## src/hdl/hpms_pkg.sv

```systemverilog
// hpms_pkg: constants and carriers for the poll setup register bank
package hpms_pkg;
	// register addresses
	localparam logic [15:0] ADDR_PRESET = 16'h0304;
	localparam logic [15:0] ADDR_POLL = 16'h0305;
	localparam logic [15:0] ADDR_MAP = 16'h0306;
	localparam logic [15:0] ADDR_PORT = 16'h0307;
	localparam logic [15:0] ADDR_REV = 16'h0308;
	localparam logic [15:0] ADDR_STATE = 16'h0309;
	// poll settings fields
	localparam int POLL_IVL_LSB = 13;
	localparam int POLL_LOCK_BIT = 12;
	localparam int POLL_LOWV_BIT = 11;
	localparam int POLL_FAIL_LSB = 8;
	localparam int POLL_RETRY_LSB = 6;
	localparam int POLL_MODEM_BIT = 5;
	localparam int POLL_PRIM_BIT = 4;
	localparam int POLL_NDEV_LSB = 0;
	localparam logic [15:0] POLL_WR_MASK = 16'hF3FF;
	// map and order fields
	localparam int MAP_TYPE_LSB = 10;
	localparam int MAP_SWAP_BIT = 9;
	localparam int MAP_VAR_BIT = 8;
	localparam logic [15:0] MAP_WR_MASK = 16'h0300;
	// port fields
	localparam int PORT_232_BIT = 14;
	localparam int PORT_PAR_LSB = 12;
	localparam int PORT_BAUD_LSB = 8;
	localparam logic [15:0] PORT_WR_MASK = 16'h7FFF;
	// reset values, used until the nonvolatile image is restored
	localparam logic [15:0] PRESET_RST = 16'h0000;
	localparam logic [15:0] POLL_RST = 16'h2040;
	localparam logic [15:0] MAP_RST = 16'h0000;
	localparam logic [15:0] PORT_RST = 16'h0901;
	// arbitrary neutral identity values
	localparam logic [3:0] TYPE_CODE = 4'h0;
	localparam logic [15:0] REV_CODE = 16'h0000;
	// function and exception codes
	localparam logic [7:0] FN_READ = 8'h03;
	localparam logic [7:0] FN_WR1 = 8'h06;
	localparam logic [7:0] FN_WRN = 8'h10;
	localparam logic [7:0] EX_NONE = 8'h00;
	localparam logic [7:0] EX_FUNC = 8'h01;
	localparam logic [7:0] EX_ADDR = 8'h02;
	localparam logic [7:0] EX_LOCK = 8'h04;
	localparam logic [7:0] SLAVE_MAX = 8'hF7;
	localparam logic [7:0] HART_CMD_VARS = 8'h03;
	localparam int HART_BAUD = 1200;
	// failed fill modes and values
	localparam logic [1:0] FAIL_HOLD = 2'h0;
	localparam logic [1:0] FAIL_PRESET = 2'h1;
	localparam logic [1:0] FAIL_NAN = 2'h2;
	localparam logic [31:0] FLOAT_NAN = 32'h7FC00000;
	// clock and timing
	localparam int CLK_HZ = 25000000;
	localparam int SEC_NS = 1000000000;
	localparam int CLK_NS = SEC_NS / CLK_HZ;
	localparam int TICKS_PER_SEC = SEC_NS / CLK_NS;
	typedef struct packed {
		logic valid;
		logic [7:0] slave;
		logic [7:0] func;
		logic [15:0] addr;
		logic [15:0] data;
	} hpms_req_t;
	typedef struct packed {
		logic valid;
		logic [7:0] func;
		logic [7:0] exc;
		logic [15:0] data;
	} hpms_resp_t;
	typedef struct packed {
		logic valid;
		logic [3:0] dev;
		logic [15:0] int_val;
		logic [15:0] w0;
		logic [15:0] w1;
	} hpms_fill_t;
	typedef enum logic [1:0] {
		ST_IDLE = 2'b00,
		ST_POLL = 2'b01,
		ST_WAIT = 2'b10,
		ST_NEXT = 2'b11
	} hpms_state_t;
endpackage

```

## src/hdl/hpms_regs.sv

```systemverilog
// hpms_regs: setup register bank and poll sequencer of the field-device poll modem
// Operation
// - floats go out as two words, MSB first
// - map bit 9 swaps the two float words
// - failed field selects hold, preset or NaN fill
// - retry field sets zero to three re-polls
// - functions 6 and 16 write setup registers
// - written settings are kept in nonvolatile storage
// - interval code selects 1,2,5,10,20,60 seconds
// - write-lock bit makes settings read only
// - low-supply bit set below six volts
// - mode bit 5 selects fill or pass-through
// - bit 4 selects primary or secondary master
// - four-bit field holds polled devices minus one
// - map bit groups per device or per variable
// - port bit 14 selects RS-485 or RS-232
// - parity field none, even or odd
// - fill mode polls with command 3 each interval
// - pass-through runs the loop at 1200 odd
// - answers only its slave address, which master writes keep within 1 to 247
`timescale 1ns/1ns
`default_nettype none
module hpms_regs #(
	parameter int TICKS_SEC = hpms_pkg::TICKS_PER_SEC
) (
	input wire logic clock,
	input wire logic sys_rst,
	input wire hpms_pkg::hpms_req_t req,
	output hpms_pkg::hpms_resp_t resp,
	input wire logic nv_load_valid,
	input wire logic [1:0] nv_load_sel,
	input wire logic [15:0] nv_load_data,
	output logic nv_wr,
	output logic [1:0] nv_wr_sel,
	output logic [15:0] nv_wr_data,
	input wire logic supply_low,
	output logic poll_req,
	output logic [3:0] poll_dev,
	output logic [7:0] poll_cmd,
	input wire logic poll_done,
	input wire logic poll_ok,
	input wire logic var_valid,
	input wire logic [31:0] var_float,
	output logic var_wvalid,
	output logic [15:0] var_w0,
	output logic [15:0] var_w1,
	output hpms_pkg::hpms_fill_t fill,
	output logic modem_mode,
	output logic primary_master,
	output logic map_by_var,
	output logic port_rs232,
	output logic [1:0] port_parity,
	output logic [3:0] port_baud,
	output logic [7:0] slave_addr
);
	import hpms_pkg::*;

	logic [15:0] preset_reg;
	logic [15:0] poll_reg;
	logic [15:0] map_reg;
	logic [15:0] port_reg;
	logic [15:0] state_reg;
	logic lowv_reg;
	logic [15:0] rd_data;
	logic addr_ok;
	logic is_wr;
	logic for_me;
	logic lock_ok;
	logic wr_go;
	logic poll_wr;
	hpms_state_t st_reg;
	logic [31:0] tick_reg;
	logic [5:0] sec_reg;
	logic [5:0] ivl_secs;
	logic [3:0] dev_reg;
	logic [1:0] try_reg;

	// float words: AB first unless the swap bit is set
	function automatic logic [31:0] order_words(input logic [31:0] f, input logic swap);
		order_words = swap ? {f[15:0], f[31:16]} : f;
	endfunction

	// interval code to seconds; 0 and 7 leave polling stopped
	always_comb begin
		case (poll_reg[POLL_IVL_LSB +: 3])
			3'h1: ivl_secs = 6'd1;
			3'h2: ivl_secs = 6'd2;
			3'h3: ivl_secs = 6'd5;
			3'h4: ivl_secs = 6'd10;
			3'h5: ivl_secs = 6'd20;
			3'h6: ivl_secs = 6'd60;
			default: ivl_secs = 6'd0;
		endcase
	end

	// request decode; broadcast slave 0 is taken for writes only
	assign is_wr = (req.func == FN_WR1) || (req.func == FN_WRN);
	assign for_me = (req.slave == slave_addr) || (is_wr && req.slave == 8'h00);
	assign addr_ok = (req.addr >= ADDR_PRESET) && (req.addr <= ADDR_STATE);
	// a locked bank only takes the one write that clears the lock
	assign lock_ok = !poll_reg[POLL_LOCK_BIT] ||
		(req.addr == ADDR_POLL && !req.data[POLL_LOCK_BIT]);
	assign wr_go = req.valid && for_me && is_wr && addr_ok && lock_ok &&
		req.addr != ADDR_REV && req.addr != ADDR_STATE;
	// poll settings change by master write or by image restore
	assign poll_wr = (wr_go && req.addr == ADDR_POLL) || (nv_load_valid && nv_load_sel == 2'd1);

	// read mux
	always_comb begin
		case (req.addr)
			ADDR_PRESET: rd_data = preset_reg;
			ADDR_POLL: rd_data = {poll_reg[15:12], lowv_reg, poll_reg[10:0]};
			ADDR_MAP: rd_data = {2'b00, TYPE_CODE, map_reg[9:0]};
			ADDR_PORT: rd_data = port_reg;
			ADDR_REV: rd_data = REV_CODE;
			ADDR_STATE: rd_data = state_reg;
			default: rd_data = 16'h0000;
		endcase
	end

	// answer one cycle after the request; the serial framer builds the reply
	always_ff @(posedge clock) begin
		if (sys_rst) begin
			resp <= '0;
		end else begin
			resp.valid <= req.valid && for_me && req.slave != 8'h00;
			resp.func <= req.func;
			resp.data <= is_wr ? req.data : rd_data;
			if (req.func != FN_READ && !is_wr) begin
				resp.exc <= EX_FUNC;
			end else if (!addr_ok) begin
				resp.exc <= EX_ADDR;
			end else if (is_wr && !lock_ok) begin
				resp.exc <= EX_LOCK;
			end else if (is_wr && (req.addr == ADDR_REV || req.addr == ADDR_STATE)) begin
				resp.exc <= EX_ADDR;
			end else begin
				resp.exc <= EX_NONE;
			end
		end
	end

	// settings storage: restored from nonvolatile image, then written by the master
	always_ff @(posedge clock) begin
		if (sys_rst) begin
			preset_reg <= PRESET_RST;
			poll_reg <= POLL_RST;
			map_reg <= MAP_RST;
			port_reg <= PORT_RST;
		end else if (nv_load_valid) begin
			case (nv_load_sel)
				2'd0: preset_reg <= nv_load_data;
				2'd1: poll_reg <= nv_load_data & POLL_WR_MASK;
				2'd2: map_reg <= nv_load_data & MAP_WR_MASK;
				default: port_reg <= nv_load_data & PORT_WR_MASK;
			endcase
		end else if (wr_go) begin
			case (req.addr)
				ADDR_PRESET: preset_reg <= req.data;
				ADDR_POLL: poll_reg <= req.data & POLL_WR_MASK;
				ADDR_MAP: map_reg <= req.data & MAP_WR_MASK;
				default: begin
					// out of range slave numbers keep the old address
					if (req.data[7:0] != 8'h00 && req.data[7:0] <= SLAVE_MAX) begin
						port_reg <= req.data & PORT_WR_MASK;
					end else begin
						port_reg <= {1'b0, req.data[14:8], port_reg[7:0]};
					end
				end
			endcase
		end
	end

	// every accepted write outside an image restore cycle is mirrored to the nonvolatile store
	always_ff @(posedge clock) begin
		if (sys_rst) begin
			nv_wr <= 1'b0;
			nv_wr_sel <= 2'd0;
			nv_wr_data <= 16'h0000;
		end else begin
			nv_wr <= wr_go && !nv_load_valid;
			nv_wr_sel <= req.addr[1:0] - 2'd0;
			nv_wr_data <= req.data;
		end
	end

	// supply monitor level, sampled each clock
	always_ff @(posedge clock) begin
		if (sys_rst) begin
			lowv_reg <= 1'b0;
		end else begin
			lowv_reg <= supply_low;
		end
	end

	// decoded settings for the rest of the modem
	assign modem_mode = poll_reg[POLL_MODEM_BIT];
	assign primary_master = poll_reg[POLL_PRIM_BIT];
	assign map_by_var = map_reg[MAP_VAR_BIT];
	assign port_rs232 = port_reg[PORT_232_BIT];
	assign port_parity = port_reg[PORT_PAR_LSB +: 2];
	assign port_baud = port_reg[PORT_BAUD_LSB +: 4];
	assign slave_addr = port_reg[7:0];

	// second tick and interval count
	always_ff @(posedge clock) begin
		if (sys_rst || modem_mode) begin
			tick_reg <= 32'd0;
			sec_reg <= 6'd0;
		end else if (tick_reg == 32'(TICKS_SEC - 1)) begin
			tick_reg <= 32'd0;
			if (st_reg == ST_IDLE && sec_reg + 6'd1 >= ivl_secs) begin
				sec_reg <= 6'd0;
			end else if (sec_reg != 6'd63) begin
				sec_reg <= sec_reg + 6'd1;
			end
		end else begin
			tick_reg <= tick_reg + 32'd1;
		end
	end

	// poll sequencer; pass-through mode parks it
	// a poll settings change ends the round, so device and retry counts never outrun new limits
	always_ff @(posedge clock) begin
		if (sys_rst || modem_mode || poll_wr) begin
			st_reg <= ST_IDLE;
			dev_reg <= 4'h0;
			try_reg <= 2'd0;
		end else begin
			case (st_reg)
				ST_IDLE: begin
					// a round starts once per interval
					if (ivl_secs != 6'd0 && tick_reg == 32'(TICKS_SEC - 1) &&
						sec_reg + 6'd1 >= ivl_secs) begin
						st_reg <= ST_POLL;
						dev_reg <= 4'h0;
						try_reg <= 2'd0;
					end
				end
				ST_POLL: st_reg <= ST_WAIT;
				ST_WAIT: begin
					if (poll_done) begin
						if (!poll_ok && try_reg < poll_reg[POLL_RETRY_LSB +: 2]) begin
							try_reg <= try_reg + 2'd1;
							st_reg <= ST_POLL;
						end else begin
							st_reg <= ST_NEXT;
						end
					end
				end
				ST_NEXT: begin
					try_reg <= 2'd0;
					if (dev_reg == poll_reg[POLL_NDEV_LSB +: 4]) begin
						st_reg <= ST_IDLE;
					end else begin
						dev_reg <= dev_reg + 4'h1;
						st_reg <= ST_POLL;
					end
				end
				default: st_reg <= ST_IDLE;
			endcase
		end
	end

	assign poll_req = st_reg == ST_POLL;
	assign poll_dev = dev_reg;
	assign poll_cmd = HART_CMD_VARS;

	// per-device failed flags, set and cleared by the poll outcome
	always_ff @(posedge clock) begin
		if (sys_rst) begin
			state_reg <= 16'h0000;
		end else if (st_reg == ST_WAIT && poll_done) begin
			if (poll_ok) begin
				state_reg[dev_reg] <= 1'b0;
			end else if (try_reg >= poll_reg[POLL_RETRY_LSB +: 2]) begin
				state_reg[dev_reg] <= 1'b1;
			end
		end
	end

	// failed fill; hold mode writes nothing so the last value stands
	always_ff @(posedge clock) begin
		if (sys_rst) begin
			fill <= '0;
		end else begin
			fill.valid <= st_reg == ST_WAIT && poll_done && !poll_ok &&
				try_reg >= poll_reg[POLL_RETRY_LSB +: 2] &&
				poll_reg[POLL_FAIL_LSB +: 2] != FAIL_HOLD;
			fill.dev <= dev_reg;
			if (poll_reg[POLL_FAIL_LSB +: 2] == FAIL_PRESET) begin
				fill.int_val <= preset_reg;
				{fill.w0, fill.w1} <= {16'h0000, preset_reg};
			end else begin
				fill.int_val <= 16'h0000;
				{fill.w0, fill.w1} <= order_words(FLOAT_NAN, map_reg[MAP_SWAP_BIT]);
			end
		end
	end

	// live float values laid out as two holding words
	always_ff @(posedge clock) begin
		if (sys_rst) begin
			var_wvalid <= 1'b0;
			var_w0 <= 16'h0000;
			var_w1 <= 16'h0000;
		end else begin
			var_wvalid <= var_valid;
			{var_w0, var_w1} <= order_words(var_float, map_reg[MAP_SWAP_BIT]);
		end
	end

	word_order_a: assert property (@(posedge clock) disable iff (sys_rst)
		var_valid |=> var_wvalid && (map_reg[MAP_SWAP_BIT] || var_w0 == $past(var_float[31:16])))
		else $error("float high word not first");
	word_swap_a: assert property (@(posedge clock) disable iff (sys_rst)
		var_valid && map_reg[MAP_SWAP_BIT] && !wr_go |=> var_w0 == $past(var_float[15:0]))
		else $error("swapped order not applied");
	lock_hold_a: assert property (@(posedge clock) disable iff (sys_rst)
		req.valid && poll_reg[POLL_LOCK_BIT] && req.addr == ADDR_PORT && !nv_load_valid
		|=> $stable(port_reg))
		else $error("locked port settings changed");
	lock_exc_a: assert property (@(posedge clock) disable iff (sys_rst)
		req.valid && for_me && is_wr && addr_ok && !lock_ok && req.slave != 8'h00
		|=> resp.valid && resp.exc == EX_LOCK)
		else $error("locked write not refused");
	nv_mirror_a: assert property (@(posedge clock) disable iff (sys_rst)
		wr_go && !nv_load_valid |=> nv_wr && nv_wr_data == $past(req.data))
		else $error("write not mirrored to store");
	retry_bound_a: assert property (@(posedge clock) disable iff (sys_rst)
		st_reg == ST_POLL |-> try_reg <= poll_reg[POLL_RETRY_LSB +: 2])
		else $error("too many retries");
	fail_fill_a: assert property (@(posedge clock) disable iff (sys_rst)
		fill.valid |-> state_reg[fill.dev] && poll_reg[POLL_FAIL_LSB +: 2] != FAIL_HOLD)
		else $error("fill without failed device");
	dev_count_a: assert property (@(posedge clock) disable iff (sys_rst)
		st_reg == ST_POLL |-> dev_reg <= poll_reg[POLL_NDEV_LSB +: 4])
		else $error("polled beyond device count");
	modem_park_a: assert property (@(posedge clock) disable iff (sys_rst)
		modem_mode |=> !poll_req)
		else $error("polling in pass-through mode");
	lowv_a: assert property (@(posedge clock) disable iff (sys_rst)
		supply_low |=> lowv_reg ##0 (rd_data[POLL_LOWV_BIT] || req.addr != ADDR_POLL))
		else $error("low supply not shown");
	slave_a: assert property (@(posedge clock) disable iff (sys_rst)
		req.valid && req.slave != slave_addr |=> !resp.valid)
		else $error("answered foreign address");
endmodule
`default_nettype wire

```

## config.mk

```make
export PLATFORM = sky130hd
export DESIGN_NAME = hpms_regs
export DESIGN_NICKNAME = d
export VERILOG_FILES = /design/src/hdl/hpms_pkg.sv /design/src/hdl/hpms_regs.sv
export SDC_FILE = /design/constraint.sdc
export NUM_CORES = 1
export LEC_CHECK = 0
export BUFFER_PORTS_ARGS = -buffer_cell sky130_fd_sc_hd__buf_4
export CAP_MARGIN = 20
export CORE_ASPECT_RATIO = 0.8
export CORE_MARGIN = 4
export CORE_UTILIZATION = 56
export CTS_BUF_LIST = sky130_fd_sc_hd__clkbuf_4 sky130_fd_sc_hd__clkbuf_8 sky130_fd_sc_hd__clkbuf_16
export CTS_CLUSTER_SIZE = 25
export DETAILED_ROUTE_END_ITERATION = 7
export GPL_ROUTABILITY_DRIVEN = 0
export HOLD_SLACK_MARGIN = 0.15
export PLACE_DENSITY = 0.85
export SLEW_MARGIN = 0
export SYNTH_ARGS = -nofsm -noshare
export SYNTH_HDL_FRONTEND = slang
export SYNTH_SLANG_ARGS = --single-unit
```

## constraint.sdc

```tcl
create_clock -name clock -period 5.4 [get_ports clock]
set_input_delay 0.54 -clock clock [delete_from_list [all_inputs] [get_ports clock]]
set_output_delay 0.54 -clock clock [all_outputs]
set_load 0.1 [all_outputs]
```

== Word-level counts from Yosys, hierarchy flattened ==
Index checks and enable logic that the tools add are counted.
Storage, ports and cells
  bits in registers: 258
  input bits: 106
  output and inout bits: 169
Operators by class
  $add $sub $neg: 4
  $lt $le $gt $ge: 8
  equality and inequality tests: 36
  muxes and demuxes: 45
  bitwise operators: 5
  reduce and logical (&&, ||, !) cells: 73
Operator list (number)
  $mux 16: 16
  $eq 16x10->1 const B: 6
  $pmux 16 s5: 1
  $mux 10: 4
  $pmux 6 s6: 1
  $add 32x1->32 const B: 1
  $eq 32x25->1 const B: 1
  $mux 32: 1
  $ne 16x10->1 const B: 2
  $mux 31: 1
  $logic_and 1x1->1: 26
  $reduce_bool 2->1: 9
  $and 16x16->16: 1
  $ge 16x10->1 const B: 1
  $le 16x10->1 const B: 1
  $mux 2: 8
  $not 16->16: 1
  $or 16x16->16: 1
  $reduce_bool 8->1: 2
  $reduce_and 3->1: 5
  $mux 6: 2
  $ne 2x1->1 const B: 5
  $eq 3x3->1 const B: 3
  $reduce_or 3->1: 3
  other kinds (39): 69

== Longest topological paths before layout ==
  depth after elaboration: 13
  mapped depth: 10
  mapped depth without buffers: 10

== Worst setup path before layout ==
No wires, ideal clock.
  path type: register to register
  start point: reg port_reg[4]
  end point: reg port_reg[6]
  setup time: 0.134 ns
  arrival: 2.749 ns
  required time: 5.266 ns
  setup slack: 2.517 ns
  cell stages (with the launch flop): 9
  path through: dfxtp_1 -> xor2_1 -> nor4_4 -> a21oi_2 -> or4_4 -> buf_6 -> buf_2 -> a211oi_1 -> a211oi_1
Between the ends
  cells in the longest elaborated chain, start to end: 10
RTL lines
  start: declaration: RTL line hpms_regs.sv:61  | logic [15:0] port_reg;
  start signal: assignment: RTL line hpms_regs.sv:155  | default: port_reg <= nv_load_data & PORT_WR_MASK;
  start signal: assignment: RTL line hpms_regs.sv:165  | port_reg <= req.data & PORT_WR_MASK;
  start signal: assignment: RTL line hpms_regs.sv:167  | port_reg <= {1'b0, req.data[14:8], port_reg[7:0]};
  $eq 8x8->1: RTL line hpms_regs.sv:98  | assign for_me = (req.slave == slave_addr) || (is_wr && req.slave == 8'h00);
  $logic_or 1x1->1: RTL line hpms_regs.sv:98
  $logic_and 1x1->1 (5 in a row): RTL line hpms_regs.sv:103  | assign wr_go = req.valid && for_me && is_wr && addr_ok && lock_ok &&
  $logic_and 1x1->1: RTL line hpms_regs.sv:104  | req.addr != ADDR_REV && req.addr != ADDR_STATE;
  $reduce_bool 2->1 (no source line)
  $reduce_and 4->1 (no source line)
No other way between the ends.
A chain may end at the register's enable or synchronous reset.

== Final worst setup path ==
  start point: in req[26] (netlist bit)
  end point: reg resp[3] (netlist bit)
Between the ends
  cells in the longest elaborated chain, start to end: 3
  elaborated cells on any way between the ends: 7
  those cells by class: eq/ne (5); mux (2)
RTL lines
  start: declaration: RTL line hpms_regs.sv:28  | input wire hpms_pkg::hpms_req_t req,
  $eq 16x10->1: RTL line hpms_regs.sv:110  | case (req.addr)
  $pmux 16 s5 (*): RTL line hpms_regs.sv:110
  $mux 16 (*): RTL line hpms_regs.sv:128  | resp.data <= is_wr ? req.data : rd_data;
  end: declaration: RTL line hpms_regs.sv:29  | output hpms_pkg::hpms_resp_t resp,
Mark *: on every way between the ends. The rest lies on a longest branch, timed or not.

==> impl_metrics.prom <==
# TYPE chip_impl_metric gauge
chip_impl_info{name="outcome",value="complete, no violations"} 1
chip_impl_metric{name="yosysUniqueCellTypes",unit=""} 67
chip_impl_metric{name="deepest_clock_path_buffer_count",unit=""} 3
chip_impl_metric{name="floorplan.initialDensity",unit="%"} 57.99
chip_impl_metric{name="clock_sinks",unit=""} 221
chip_impl_metric{name="postRouteWirelength",unit="um"} 27710
chip_impl_metric{name="crit_arrival",unit="ns"} 3.22
chip_impl_info{name="cts_tree",value="done"} 1
chip_impl_info{name="hold_start",value="supply_low"} 1
chip_impl_metric{name="drv.max_cap_violation_count",unit=""} 0
chip_impl_info{name="cpMaxStageDelayCell",value="nor3_2"} 1
chip_impl_metric{name="cts_hold_buffers",unit=""} 0
chip_impl_metric{name="timing_worst_slew_pin_value",unit="ns"} 1.075
chip_impl_info{name="crit_start",value="req[26]"} 1
chip_impl_metric{name="timing.slew.headroom",unit="%"} 27.97
chip_impl_metric{name="p_per_area",unit="nW/um2"} 313.6
chip_impl_metric{name="antenna_found_initial",unit=""} 0
chip_impl_info{name="synth-main-ff-cell",value="dfxtp_1"} 1
chip_impl_metric{name="max_clock_freq",unit="MHz"} 355.1
chip_impl_info{name="critical_path.startpoint_type",value="input port"} 1
chip_impl_metric{name="dr_vias",unit=""} 8234
chip_impl_metric{name="cp_slowest_stage_delay",unit="ns"} 0.92
chip_impl_metric{name="grtUsageTotal",unit="%"} 27.23
chip_impl_metric{name="post-cts-setup-buffer-count",unit=""} 0
chip_impl_metric{name="floorplan.io_pins",unit=""} 275
chip_impl_metric{name="place.port_buffers",unit=""} 254
chip_impl_metric{name="dp_slack",unit="ns"} 2.210
chip_impl_metric{name="first_iter_violations",unit=""} 554
chip_impl_metric{name="first_global_vias",unit=""} 8182
chip_impl_metric{name="vias_per_cell",unit=""} 5.556
chip_impl_metric{name="hold_violations",unit=""} 0
chip_impl_metric{name="final_antenna_net_count",unit=""} 0
chip_impl_metric{name="timing.final.ws_setup",unit="ns"} 2.584
chip_impl_metric{name="grt_max_degree",unit=""} 79
chip_impl_metric{name="timing.final.setup_violations",unit=""} 0
chip_impl_metric{name="total_negative_slack",unit="ns"} 0
chip_impl_metric{name="clock_slew_at_reported_path_ffs",unit="ns"} 0.06
chip_impl_metric{name="ys_ff_latch",unit=""} 221
chip_impl_metric{name="htreeDepth",unit=""} 1
chip_impl_info{name="grt_setup_unrepaired",value="false"} 1
chip_impl_metric{name="cp_data_required_time",unit="ns"} 5.80
chip_impl_info{name="layout.cells.most_common",value="buf_4"} 1
chip_impl_info{name="critical_path.cell_chain",value="buf_4 -> nor4_1 -> nand3_1 -> nor3_2 -> o21ai_1 -> o21ai_0"} 1
chip_impl_metric{name="worst_clock_skew",unit="ns"} 0.01063
chip_impl_metric{name="fp.dieH",unit="um"} 125.8
chip_impl_metric{name="post-route-period-util",unit="%"} 52.15
chip_impl_metric{name="cts_buffers",unit=""} 21
chip_impl_metric{name="count_of_instances_resized_after_the_clock_tree_is_built",unit=""} 0
chip_impl_metric{name="final-max-slew-violation-count",unit=""} 0
chip_impl_metric{name="synth.cell_area",unit="um2"} 9721
chip_impl_metric{name="drive_gt1_share",unit="%"} 26.31
chip_impl_metric{name="finish.net_count",unit=""} 1370
chip_impl_metric{name="syn_area_per_cell",unit="um2"} 9.365
chip_impl_info{name="most_frequent_cells_in_the_layout",value="buf_4 (260), dfxtp_1 (220), nor2_1 (131)"} 1
chip_impl_metric{name="post-route-min-period",unit="ns"} 2.816
chip_impl_info{name="rr_startpoint",value="tick_reg[25]"} 1
chip_impl_metric{name="synth_async_sr_flop_share",unit="%"} 0
chip_impl_metric{name="totalPowerFinal",unit="uW"} 3829
chip_impl_metric{name="reg2reg_depth",unit=""} 6
chip_impl_metric{name="grt_pass1_wl",unit="um"} 43590
chip_impl_metric{name="post_drt_wl_per_cell",unit="um"} 18.70
chip_impl_metric{name="ir_worst_vdd",unit="V"} 0.0002369
chip_impl_metric{name="floorplan.die_area",unit="um2"} 19540
chip_impl_info{name="cpLargestDelayFamily",value="simple AND/OR/NAND/NOR gates"} 1
chip_impl_metric{name="share_of_the_yosys_chip_area_belonging_to_registers",unit="%"} 45.51
chip_impl_metric{name="postSynthCellCount",unit=""} 1038
chip_impl_info{name="worstSetupEndpointType",value="flop"} 1
chip_impl_metric{name="detailed_placement_hpwl",unit="um"} 20340
chip_impl_info{name="worst_hold_path_type",value="input port to flop"} 1
chip_impl_metric{name="rows",unit=""} 42
chip_impl_metric{name="global_route.overflow_total",unit=""} 0
chip_impl_metric{name="largest_register_ff_count",unit=""} 32
chip_impl_info{name="path_class",value="input port to flop"} 1
chip_impl_metric{name="antenna-diode-count",unit=""} 0
chip_impl_metric{name="layout.core_utilization",unit="%"} 72.83
chip_impl_metric{name="coreArea",unit="um2"} 16760
chip_impl_metric{name="ys.warnings.count",unit=""} 0
chip_impl_metric{name="cp.buffers_inverters",unit=""} 1
chip_impl_info{name="clk_root_buffer_cell",value="clkbuf_16"} 1
chip_impl_metric{name="clk-insertion-delay-late",unit="ns"} 0.49
chip_impl_metric{name="min_path_cells",unit=""} 2
chip_impl_metric{name="critical_path_depth",unit=""} 6
chip_impl_metric{name="die_boundary_width",unit="um"} 155.3
chip_impl_metric{name="synth_enable_flop_cells",unit=""} 0
chip_impl_metric{name="drt_pre_antenna_iters",unit=""} 5
chip_impl_metric{name="leakage",unit="uW"} 0.005262
chip_impl_metric{name="route.detailed.drc",unit=""} 0
chip_impl_metric{name="critical_path.max_fanout",unit=""} 17
chip_impl_metric{name="area_grow_syn2layout",unit="%"} 25.60
==> synthesized netlist by cell type, drive strengths merged, types with 7 or more instances <==
cell / number / area, um2
a21oi: 21 / 108.9
nor4: 15 / 121.4
clkbuf: 46 / 172.7
a22o: 7 / 61.31
nand3: 18 / 90.09
a22oi: 10 / 75.07
o21ai: 27 / 135.1
xnor2: 19 / 166.4
nand2b: 57 / 356.6
and2: 23 / 143.9
mux2: 9 / 101.4
nor3: 16 / 90.09
or2: 8 / 50.05
nand2: 50 / 187.7
nor2: 132 / 503.0
buf: 43 / 304.0
dfxtp: 221 / 4424
and3: 22 / 137.6
mux2i: 74 / 740.7
xor2: 34 / 297.8
ha: 14 / 175.2
nand4: 14 / 87.58
nor2b: 43 / 269.0
a211oi: 30 / 225.2
inv: 17 / 63.81
a221oi: 8 / 70.07
==> where the power goes <==
group	internal, uW	total, uW	switching (uW)
sequential	1680	1710	34.0
clock	854	1460	603
combinational	168	662	494
total	2700	3830	1130
==> path summary, 6_finish.rpt <==
| kind | slack (ns) | end |
|---|---|---|
| min reg2reg | 0.45 | tick_reg[0] |
| max | 2.58 | resp[3] |
| max reg2reg | 2.72 | tick_reg[10] |
| min | 0.26 | lowv_reg |
==> per-layer routing <==
metal / track usage, % / up-vias / wire, um
met1: 37.04 / 3834 / 11760
met5: 0 / - / 0
li1: - / 3960 / -
met2: 44.59 / 373 / 12890
met4: 8.080 / 0 / 908
met3: 4.870 / 67 / 2153
==> worst register-to-register path, delay by kind of cell (launching register included) <==
family        cells  cell delay [ns]
simple gates      6             2.17
flops             1             0.35
==> per-stage QoR <==
step / hold slack, ns / area (um2) / std cells
after floorplan: 0.4176 / 9788 / 1056
after detailed placement: 0.4393 / 11530 / 1446
after CTS: 0.2533 / 12200 / 1481
final: 0.2636 / 12210 / 1482
after global placement: 0.4317 / 11530 / 1446
after global routing: 0.2669 / 12210 / 1482
==> cells by family after synthesis <==
group | count (synthesis) | synth area share (%)
xor gates and xnor gates | 53 | 4.775
buffers and inverters | 106 | 5.560
muxes | 85 | 9.126
other | 2 | 0.07726
DFF | 221 | 45.51
and+or+nand+nor | 427 | 23.70
AOI/OAI and AO/OA | 130 | 9.448
adders and majority gates | 14 | 1.802
==> area by class of cell <==
cell class	instances	area, um2
Tap cell	220	275.3
Fill cell	1226	4554
Inverter	17	63.81
Multi-Input combinational cell	729	4823
Sequential cell	221	4425
Clock inverter	7	85.08
Clock buffer	28	584.3
Timing Repair Buffer	260	1952
(Power assumes the default switching activity.)
